## src/verilog/posc_defs.vh

```
// posc_defs.vh: register map, field positions and reset values of the power-on clear block
// assumes: included by posc_top.v only
// Function
// RULE1: flag true: event mask 255, others 0
// RULE2: flag false: save masks, restore at power-on
// RULE3: set argument 0 clears the flag
// RULE4: nonzero argument sets the flag true
// RULE5: out-of-range argument raises execution warning
// RULE6: query returns flag as integer, 1 true
// RULE7: flag itself kept in non-volatile storage
`ifndef POSC_DEFS_VH
`define POSC_DEFS_VH
// ----------------------------------------
// register word indexes
// ----------------------------------------
`define POSC_CMD_OFS     4'h0
`define POSC_QUERY_OFS   4'h1
`define POSC_DEV_OFS     4'h2
`define POSC_SRV_OFS     4'h3
`define POSC_STD_OFS     4'h4
`define POSC_STAT_OFS    4'h5
`define POSC_MASK_OFS    4'h6
`define POSC_PWR_OFS     4'h7
// ----------------------------------------
// fields and values
// ----------------------------------------
`define POSC_ARG_MAX     32'h0000FFFF
`define POSC_ARG_ZERO    32'h00000000
`define POSC_EV_WARN     0
`define POSC_EV_PON      1
`define POSC_EV_POFF     2
`define POSC_PWR_ON      0
`define POSC_PWR_OFF     1
`define POSC_DEV_CLR     8'hFF
`define POSC_ZERO_MASK   8'h00
`define POSC_NV_FLAG_RST 1'h0
`define POSC_MASK_RST    3'h0
`define POSC_STAT_RST    1'h0
`define POSC_ACK_RST     1'h0
`define POSC_RDATA_RST   32'h00000000
`endif

```

## src/verilog/posc_top.v

```verilog
// posc_top.v: power-on clear flag, three enable masks, their nv copies, avalon slave
// assumes: single clk_i domain; power events are one-cycle pulses decoded from bus writes to the power word
`default_nettype none
`include "posc_defs.vh"
module posc_top (
    input  wire        clk_i,
    input  wire        rst_i,
    input  wire [3:0]  avs_address_i,
    input  wire        avs_read_i,
    input  wire        avs_write_i,
    input  wire [31:0] avs_writedata_i,
    output reg  [31:0] avs_readdata_o,
    output wire        avs_waitrequest_o,
    output wire [7:0]  device_event_enable_mask_o,
    output wire [7:0]  service_request_enable_mask_o,
    output wire [7:0]  standard_event_enable_mask_o,
    output wire        power_on_clear_flag_o,
    output wire        irq_o
);
// ----------------------------------------
// state
// ----------------------------------------

reg         flag_q;
reg         flag_d;
reg         nv_flag_q;
reg         nv_flag_d;
reg  [7:0]  dev_q;
reg  [7:0]  dev_d;
reg  [7:0]  srv_q;
reg  [7:0]  srv_d;
reg  [7:0]  std_q;
reg  [7:0]  std_d;
reg  [7:0]  nv_dev_q;
reg  [7:0]  nv_dev_d;
reg  [7:0]  nv_srv_q;
reg  [7:0]  nv_srv_d;
reg  [7:0]  nv_std_q;
reg  [7:0]  nv_std_d;
reg  [2:0]  mask_q;
reg  [2:0]  mask_d;
reg         ack_q;
reg         ack_d;
reg  [31:0] rdata_d;
wire [2:0]  stat_q;
wire        req;
wire        wr;
wire        rd;
wire        sel_cmd;
wire        sel_dev;
wire        sel_srv;
wire        sel_std;
wire        sel_stat;
wire        sel_mask;
wire        sel_pwr;
wire        arg_nz;
wire        pon;
wire        poff;
wire        warn;
wire [2:0]  ev;

// ----------------------------------------
// request decode
// ----------------------------------------

assign req               = (avs_read_i | avs_write_i) & ~ack_q;
assign wr                = avs_write_i & ~ack_q;
assign rd                = avs_read_i & ~ack_q;
assign sel_cmd           = (avs_address_i == `POSC_CMD_OFS);
assign sel_dev           = (avs_address_i == `POSC_DEV_OFS);
assign sel_srv           = (avs_address_i == `POSC_SRV_OFS);
assign sel_std           = (avs_address_i == `POSC_STD_OFS);
assign sel_stat          = (avs_address_i == `POSC_STAT_OFS);
assign sel_mask          = (avs_address_i == `POSC_MASK_OFS);
assign sel_pwr           = (avs_address_i == `POSC_PWR_OFS);
assign arg_nz            = (avs_writedata_i != `POSC_ARG_ZERO);
assign pon               = wr & sel_pwr & avs_writedata_i[`POSC_PWR_ON];
assign poff              = wr & sel_pwr & avs_writedata_i[`POSC_PWR_OFF];
assign warn              = wr & sel_cmd & (avs_writedata_i > `POSC_ARG_MAX); // RULE5
assign ev[`POSC_EV_WARN] = warn;
assign ev[`POSC_EV_PON]  = pon;
assign ev[`POSC_EV_POFF] = poff;

// ----------------------------------------
// outputs
// ----------------------------------------

assign avs_waitrequest_o             = req;
assign device_event_enable_mask_o    = dev_q;
assign service_request_enable_mask_o = srv_q;
assign standard_event_enable_mask_o  = std_q;
assign power_on_clear_flag_o         = flag_q;
assign irq_o                         = |(stat_q & mask_q);

// ----------------------------------------
// bus handshake: one wait cycle per access
// ----------------------------------------

always @* begin
    ack_d = req;
end

always @(posedge clk_i or posedge rst_i) begin
    if (rst_i) begin
        ack_q <= `POSC_ACK_RST;
    end else begin
        ack_q <= ack_d;
    end
end

// ----------------------------------------
// power-on clear flag and its nv copy
// ----------------------------------------

always @* begin
    flag_d    = flag_q;
    nv_flag_d = nv_flag_q;
    if (wr && sel_cmd && !warn) begin
        flag_d    = arg_nz; // RULE3 RULE4
        nv_flag_d = arg_nz; // RULE7
    end
    if (pon) begin
        flag_d = nv_flag_q; // RULE7
    end
end

// ----------------------------------------
// enable masks
// ----------------------------------------

always @* begin
    dev_d = dev_q;
    srv_d = srv_q;
    std_d = std_q;
    if (wr && sel_dev) begin
        dev_d = avs_writedata_i[7:0];
    end
    if (wr && sel_srv) begin
        srv_d = avs_writedata_i[7:0];
    end
    if (wr && sel_std) begin
        std_d = avs_writedata_i[7:0];
    end
    if (pon) begin
        if (nv_flag_q) begin
            dev_d = `POSC_DEV_CLR; // RULE1
            srv_d = `POSC_ZERO_MASK;
            std_d = `POSC_ZERO_MASK;
        end else begin
            dev_d = nv_dev_q; // RULE2
            srv_d = nv_srv_q;
            std_d = nv_std_q;
        end
    end
end

// ----------------------------------------
// nv copies of the masks
// ----------------------------------------

always @* begin
    nv_dev_d = nv_dev_q;
    nv_srv_d = nv_srv_q;
    nv_std_d = nv_std_q;
    if (poff && !flag_q) begin
        nv_dev_d = dev_q; // RULE2
        nv_srv_d = srv_q;
        nv_std_d = std_q;
    end
end

// ----------------------------------------
// interrupt mask
// ----------------------------------------

always @* begin
    mask_d = mask_q;
    if (wr && sel_mask) begin
        mask_d = avs_writedata_i[2:0];
    end
end

// ----------------------------------------
// register bank
// ----------------------------------------

always @(posedge clk_i or posedge rst_i) begin
    if (rst_i) begin
        flag_q    <= `POSC_NV_FLAG_RST;
        nv_flag_q <= `POSC_NV_FLAG_RST;
        dev_q     <= `POSC_ZERO_MASK;
        srv_q     <= `POSC_ZERO_MASK;
        std_q     <= `POSC_ZERO_MASK;
        nv_dev_q  <= `POSC_ZERO_MASK;
        nv_srv_q  <= `POSC_ZERO_MASK;
        nv_std_q  <= `POSC_ZERO_MASK;
        mask_q    <= `POSC_MASK_RST;
    end else begin
        flag_q    <= flag_d;
        nv_flag_q <= nv_flag_d;
        dev_q     <= dev_d;
        srv_q     <= srv_d;
        std_q     <= std_d;
        nv_dev_q  <= nv_dev_d;
        nv_srv_q  <= nv_srv_d;
        nv_std_q  <= nv_std_d;
        mask_q    <= mask_d;
    end
end

// ----------------------------------------
// sticky status, write one to clear, set wins
// ----------------------------------------

genvar g;
generate
    for (g = 0; g < 3; g = g + 1) begin : g_stat
        reg sticky_q;
        reg sticky_d;
        assign stat_q[g] = sticky_q;
        always @* begin
            sticky_d = sticky_q;
            if (wr && sel_stat && avs_writedata_i[g]) begin
                sticky_d = 1'h0;
            end
            if (ev[g]) begin
                sticky_d = 1'h1;
            end
        end
        always @(posedge clk_i or posedge rst_i) begin
            if (rst_i) begin
                sticky_q <= `POSC_STAT_RST;
            end else begin
                sticky_q <= sticky_d;
            end
        end
    end
endgenerate

// ----------------------------------------
// read data
// ----------------------------------------

always @* begin
    case (avs_address_i)
        `POSC_CMD_OFS:   rdata_d = {31'h0, flag_q};
        `POSC_QUERY_OFS: rdata_d = {31'h0, flag_q}; // RULE6
        `POSC_DEV_OFS:   rdata_d = {24'h0, dev_q};
        `POSC_SRV_OFS:   rdata_d = {24'h0, srv_q};
        `POSC_STD_OFS:   rdata_d = {24'h0, std_q};
        `POSC_STAT_OFS:  rdata_d = {29'h0, stat_q};
        `POSC_MASK_OFS:  rdata_d = {29'h0, mask_q};
        default:         rdata_d = `POSC_RDATA_RST;
    endcase
end

always @(posedge clk_i or posedge rst_i) begin
    if (rst_i) begin
        avs_readdata_o <= `POSC_RDATA_RST;
    end else if (rd) begin
        avs_readdata_o <= rdata_d;
    end
end

endmodule
`default_nettype wire

```

## config.mk

```make
export PLATFORM = sky130hd
export DESIGN_NAME = posc_top
export DESIGN_NICKNAME = d
export VERILOG_FILES = /design/src/verilog/posc_top.v
export VERILOG_INCLUDE_DIRS = /design/src /design/src/verilog
export SDC_FILE = /design/constraint.sdc
export NUM_CORES = 1
export LEC_CHECK = 0
export BUFFER_PORTS_ARGS = -buffer_cell sky130_fd_sc_hd__buf_2
export CORE_ASPECT_RATIO = 1.1
export CORE_MARGIN = 1
export CORE_UTILIZATION = 40
export CTS_CLUSTER_DIAMETER = 40
export DETAILED_ROUTE_END_ITERATION = 10
export PLACE_DENSITY_LB_ADDON = 0.08
export SLEW_MARGIN = 20
export SYNTH_ARGS = -nofsm -noshare
export SYNTH_HDL_FRONTEND = slang
export SYNTH_SLANG_ARGS = --single-unit
```

## constraint.sdc

```tcl
create_clock -name clk_i -period 3.9 [get_ports clk_i]
set_clock_uncertainty 0.15 [all_clocks]
set_input_delay 0.195 -clock clk_i [delete_from_list [all_inputs] [get_ports clk_i]]
set_output_delay 0.195 -clock clk_i [all_outputs]
set_load 0.1 [all_outputs]
```

==> out/metrics.cfg, run 1 <==
[detailed_routing]
wl_per_cell_um = 16.7
drt_iter0_markers = 163
vias_per_cell = 5.29
drc = 0
drtPass1Iterations = 4
ant_nets = 0
wirelength_mm = 8.31
num_vias = 2629

[sta]
max_slew_margin = 0.315
fmax_ghz = 0.369
setup_viol_count_final = 0
min_period_ps = 2710
rsz0062_at_grt = no
drv_slew = 0
tightest_slew_ps = 1020
worst_slack_ps = 1190
finalSetupTns_ps = 0
hold_slack_ps = 33.8
finalCritPeriodShare = 0.695
finalHoldViolCount = 0

[worst_setup_path]
rr_worst_depth = 5
cp-start-kind = register
criticalPathCategory = reg2reg
cp.required_ps = 3970
crit_path_end_kind = register
cp_max_fo = 13
critPathArrivalTime_ps = 2780

[yosys]
ys.flop_type = dfrtp_1
ys_types = 48
ys_ff_latch = 65
synth_edf_count = 0
ys_warn_count = 0
syn-cell-area_um2 = 3300
synth_area_per_cell_um2 = 10.4
ys_seq_area_frac = 0.493
async_flop_share = 1.00
postSynthCellCount = 316

[place]
hpwl_mm = 5.86
place_ws_ps = 1180
buffer_ports.inserted = 74
dp_cells = 480
place_congestion = 0.767

[clocking]
clock_latency_ps = 330
cts_sinks = 65
post-cts-setup-buffers = 0
cts_tree = built
root_buffer = clkbuf_8
cts-buffers-inserted = 9
h-tree-depth = 3
clockBufferDepth = 2
path_clk_slew_ps = 70

[final_layout]
layout.nets = 425
nFillCells = 795
multi_input_area_um2 = 1450
regArea_um2 = 1630
post_route_cells_drive_above_1_share = 0.296
syn_to_final_growth_pct = 16.5
n_antenna_cell = 0
final_cells = 497

[power]
vdd_drop_max_mv = 0.355
leakage_nw = 1.87
p_per_area_nw_per_um2 = 661

[grt]
antenna_found_initial = 0
grtUsageTotal = 0.210
grt_start_max_net_pins = 49
grt_pass1_vias = 2543
grt_overflow = 0
grt_pass1_wl_mm = 13.6

[floorplanning]
die_area_um2 = 8610
die_w_um = 88.6
pin_count = 99
row_count = 34
die_h_um = 97.2
core_um2 = 7960
start_util = 0.414

[min_path]
hold_class = in2reg
min_path_cells = 3

[outcome]
status = complete, no violations

[run]
drv_cap = 0

state kept, by name, summed over array words and instances (netlist names):
register                       count
service_request_enable_mask_o      8
nv_flag_q                          1
mask_q                             3
ack_q                              1
standard_event_enable_mask_o       8
g_stat.sticky_q                    3
nv_dev_q                           8
nv_std_q                           8
avs_readdata_o                     8
power_on_clear_flag_o              1
device_event_enable_mask_o         8
nv_srv_q                           8
worst max-delay path, cell delays in order, from the launching register on:
cell and delay, ps:
dfrtp_1 420, and4bb_1 520, nand3_2 200, nor3b_4 600
buf_4 340, mux2_2 360
timing repair:
| action | CTS | global route |
|---|---|---|
| hold buffers | 2 | 0 |
| hold endpoints to repair | 48 | 0 |
| resized for setup | 0 | 0 |
| endpoints found under the setup margin | 0 | 0 |
final timing paths:
| check | startpoint | slack (ps) | to |
|---|---|---|---|
| max | ack_q | 1190 | nv_dev_q[4] |
| min | avs_write_i | 30 | ack_q |
| max reg2reg | ack_q | 1190 | nv_dev_q[4] |
| min reg2reg | avs_readdata_o[4] | 320 | avs_readdata_o[4] |
| max in group asynchronous | rst_i | 2450 | nv_std_q[2] |
| min in group asynchronous | rst_i | 390 | service_request_enable_mask_o[2] |
cell families after synthesis:
family | count (synthesis) | synth area share
and+or+nand+nor | 89 | 0.146
AOI/OAI and AO/OA | 80 | 0.161
DFF | 65 | 0.493
buffers and inverters | 50 | 0.0945
muxes | 31 | 0.105
other | 1 | 0.00114
cell usage after synthesis, types with 2 or more instances:
cell type | number | area, µm²
nand3_1 | 3 | 15.0
clkbuf_1 | 6 | 22.5
nor4_1 | 8 | 50.1
inv_1 | 6 | 22.5
and3_1 | 2 | 12.5
nand4_1 | 2 | 12.5
o31ai_1 | 8 | 60.1
nor2b_1 | 5 | 31.3
o21ai_0 | 16 | 80.1
nor2_1 | 20 | 75.1
buf_6 | 3 | 33.8
o21ai_1 | 3 | 15.0
a2bb2oi_1 | 5 | 43.8
buf_2 | 6 | 30.0
mux2_1 | 10 | 113
buf_4 | 25 | 188
mux2i_1 | 3 | 30.0
buf_1 | 4 | 15.0
mux2_2 | 18 | 203
dfrtp_1 | 65 | 1630
nor3_1 | 8 | 40.0
a22oi_1 | 20 | 150
a211oi_1 | 4 | 30.0
nand2b_1 | 2 | 12.5
a21oi_1 | 15 | 75.1
nand2_1 | 27 | 101
through the flow:
step,cell area (µm²),util,power [mW]
final,3840,0.483,2.54
after floorplan,3380,-,1.80
after global placement,3620,0.455,1.97
after detailed placement,3620,0.455,1.98
after CTS,3840,0.482,2.56
after global routing,3840,0.483,2.65
power breakdown:
| part | leakage (nW) | switching (mW) | internal [mW] |
|---|---|---|---|
| logic | 0.921 | 0.866 | 0.171 |
| clock network | 0.102 | 0.248 | 0.325 |
| registers | 0.844 | 0.129 | 0.801 |
| total | 1.87 | 1.24 | 1.30 |
area by class of cell:
type	instances	share of cell area
well taps	108	0.0352
clock inverters	3	0.0104
flip-flops and latches	65	0.423
repair buffers	79	0.107
inverters	6	0.00619
clock buffers	12	0.0404
multi-input cells	224	0.377
cells in the final DEF, fill, tap and decap left out, drive strengths merged, types with 2 or more instances in the layout:
cell type / Yosys / routed
nor2: 20 / 20
inv: 6 / 5
nand4: 2 / 2
and3: 2 / 2
nor2b: 5 / 5
nand3: 4 / 4
dfrtp: 65 / 65
nand2b: 2 / 2
dlygate4sd3: 0 / 2
o31ai: 8 / 8
mux2i: 3 / 3
conb: 1 / 24
a21oi: 15 / 15
a211oi: 4 / 4
mux2: 28 / 28
buf: 38 / 77
nor4: 8 / 8
a2bb2oi: 5 / 5
o21ai: 19 / 19
clkinv: 0 / 3
clkbuf: 6 / 12
nor3b: 2 / 2
nand2: 27 / 27
nor3: 9 / 9
a22oi: 20 / 20
per-layer routing:
| layer | share of wire | track usage | wire length (µm) | up-vias |
|---|---|---|---|---|
| met5 | 0 | 0 | 0 | - |
| met4 | 0.0053 | 0.0571 | 44 | 0 |
| met3 | 0.035 | 0.0510 | 293 | 4 |
| met2 | 0.46 | 0.307 | 3860 | 86 |
| met1 | 0.50 | 0.309 | 4120 | 1305 |
| li1 | - | - | - | 1234 |
Note: power is estimated with default switching activity, not from simulation.
==> run 2, diff against run 1 <==
- clock period: 3.9 -> 2.55 ns (I/O delays scaled with it)
==> out/metrics.cfg, run 2 (synthesis results as in run 1) <==
[final_layout]
multi_input_area_um2 = 1450  ; -0.26%
post_route_cells_drive_above_1_share = 0.302  ; +0.00612
mostFrequentLayoutCells = buf_2, dfrtp_1, nand2_1
final_common_cell = buf_2
nFillCells = 776  ; -2.4%
regArea_um2 = 1630  ; unchanged
layout.nets = 437  ; +2.8%
final_cells = 509  ; +2.4%
finish.utilization = 0.499  ; +0.0156
syn_to_final_growth_pct = 20.3
n_antenna_cell = 0  ; unchanged

[detailed_routing]
wl_met2_mm = 3.90  ; +1.0%
vias_per_cell = 5.23  ; -1.1%
wl_met3_um = 393  ; +34%
drtPass1Iterations = 4  ; unchanged
routed.top_layer = met4
wirelength_mm = 8.40  ; +0.99%
num_vias = 2662  ; +1.3%
drt-met1-wl_mm = 3.95  ; -4.0%
ant_nets = 0  ; unchanged
drc = 0  ; unchanged
wl_per_cell_um = 16.5  ; -1.4%
drt_iter0_markers = 156  ; -4.3%

[sta]
finalSetupTns_ps = 0  ; unchanged
min_period_ps = 2280
tightest_slew_ps = 728  ; -294 ps
finalHoldViolCount = 0  ; unchanged
setup_viol_count_final = 0  ; unchanged
drv_slew = 0  ; unchanged
worst_slack_ps = 270  ; -919 ps
max_slew_margin = 0.514  ; +0.198
finalCritPeriodShare = 0.894
fmax_ghz = 0.439
rsz0062_at_grt = no
hold_slack_ps = 6.29  ; -27.5 ps

[floorplanning]
pin_count = 99  ; unchanged
start_util = 0.414  ; unchanged
die_w_um = 88.6  ; unchanged
row_count = 34  ; unchanged
core_um2 = 7960  ; unchanged
die_area_um2 = 8610  ; unchanged
die_h_um = 97.2  ; unchanged

[power]
power.internal_mw = 2.04  ; +57%
p_seq_frac = 0.356  ; -0.010
leakage_nw = 1.93  ; +3.2%
vdd_drop_max_mv = 0.459  ; +29%
switching_share = 0.485  ; -0.00439
combPwrFrac = 0.403  ; -0.005
pwr-share-clk = 0.240  ; +0.014
switchingPower_mw = 1.93  ; +55%
p_per_area_nw_per_um2 = 1000  ; +51%

[place]
place_ws_ps = 347  ; -835 ps
hpwl_mm = 5.96  ; +1.7%
dp_cells = 487  ; +1.5%
place_congestion = 0.775  ; +1.1%
buffer_ports.inserted = 74  ; unchanged

[clocking]
cts_tree = built
cts_resized = 0  ; unchanged
cts_sinks = 65  ; unchanged
h-tree-depth = 3  ; unchanged
path_clk_slew_ps = 70  ; about the same
clock_latency_ps = 350  ; +20 ps
clockBufferDepth = 2  ; unchanged
root_buffer = clkbuf_8
cts-buffers-inserted = 9  ; unchanged

[min_path]
min_path_cells = 3  ; unchanged
min_to = standard_event_enable_mask_o[6]
hold_class = in2reg
holdCritStartpoint = avs_writedata_i[6]

[worst_setup_path]
cp.required_ps = 2270  ; -1700 ps
cp_slowest_cell = dlygate4sd3_1
worst-r2r-setup-slack_ps = 330  ; -860 ps
criticalPathCategory = in2out
crit_family = buffers and inverters
timing.rr.start = ack_q
path_cells = dlygate4sd3_1 > buf_2 > nor2_1 > dlygate4sd3_1 > nor2_1 > buf_2
critPathArrivalTime_ps = 2000  ; -780 ps
cp-start-kind = input port
startpoint = avs_read_i
path_buf_inv = 4  ; +3
cp_max_fo = 2  ; -11
reg2reg_to = nv_dev_q[0]
crit_path_end_kind = output pin
rr_worst_depth = 5  ; unchanged
max_stage_delay_ps = 550  ; -50 ps

[grt]
grt_start_max_net_pins = 35  ; -29%
grtUsageTotal = 0.216  ; +0.00521
grt_pass1_wl_mm = 13.8  ; +1.6%
grt_overflow = 0  ; unchanged
grt_pass1_vias = 2588  ; +1.8%
antenna_found_initial = 0  ; unchanged

[outcome]
status = complete, no violations

[run]
drv_cap = 0  ; unchanged

==> run 2: cell count changes in the layout (fill, tap and decap cells not counted), moves of 2 or more <==
cell,change
clkbuf_8,-2
clkinv_2,-2
dlygate4sd3_1,+5
buf_4,+6
==> run 2: power by group through the flow <==
stage                     clock network (mW)  logic (mW)  registers [mW]
after global routing                    1.03        1.67            1.44
after CTS                              0.972        1.61            1.41
after floorplan                            0       0.495            2.26
after detailed placement                   0        1.60            1.43
after global placement                     0        1.59            1.43
final                                  0.954        1.60            1.41
==> run 2: metal layers <==
| metal | vias up | GRT usage |
|---|---|---|
| li1 | 1261 | - |
| met1 | 1301 | 0.314 |
| met2 | 87 | 0.319 |
| met3 | 13 | 0.0323 |
| met4 | 0 | 0.0868 |
| met5 | - | 0 |
==> run 2: what timing repair did <==
item                                   CTS  global route
hold buffers                             7             0
endpoints found under the hold margin   38             0
buffers inserted                         0             0
==> run 2: area by class of cell <==
class / count / area share
flip-flops and latches: 65 / 0.410
multi-input cells: 224 / 0.364
repair buffers: 91 / 0.133
well taps: 108 / 0.0341
clock buffers: 10 / 0.0322
clock inverters: 5 / 0.0205
inverters: 6 / 0.00568
==> run 2: worst register-to-register path, delay by kind of cell (launching register included) <==
| kind | cells | cell delay [ps] |
|---|---|---|
| buffers and inverters | 1 | 250 |
| and+or+nand+nor | 3 | 950 |
| DFF | 1 | 410 |
| muxes | 1 | 360 |
==> run 2: worst max-delay path by stage <==
stage	endpoint	slack (ps)	cells after the start
after floorplan	ack_q	450	1
after global placement	nv_dev_q[0]	400	5
after detailed placement	nv_dev_q[5]	350	5
after CTS	avs_waitrequest_o	310	6
after global routing	standard_event_enable_mask_o[4]	190	4
final	avs_waitrequest_o	270	6
==> run 2: stage by stage <==
stage	power, mW	cell area, µm²
CTS	3.99	3970
finish	3.97	3970
global route	4.13	3970
global placement	3.02	3690
detailed placement	3.03	3690
floorplan	2.76	3380
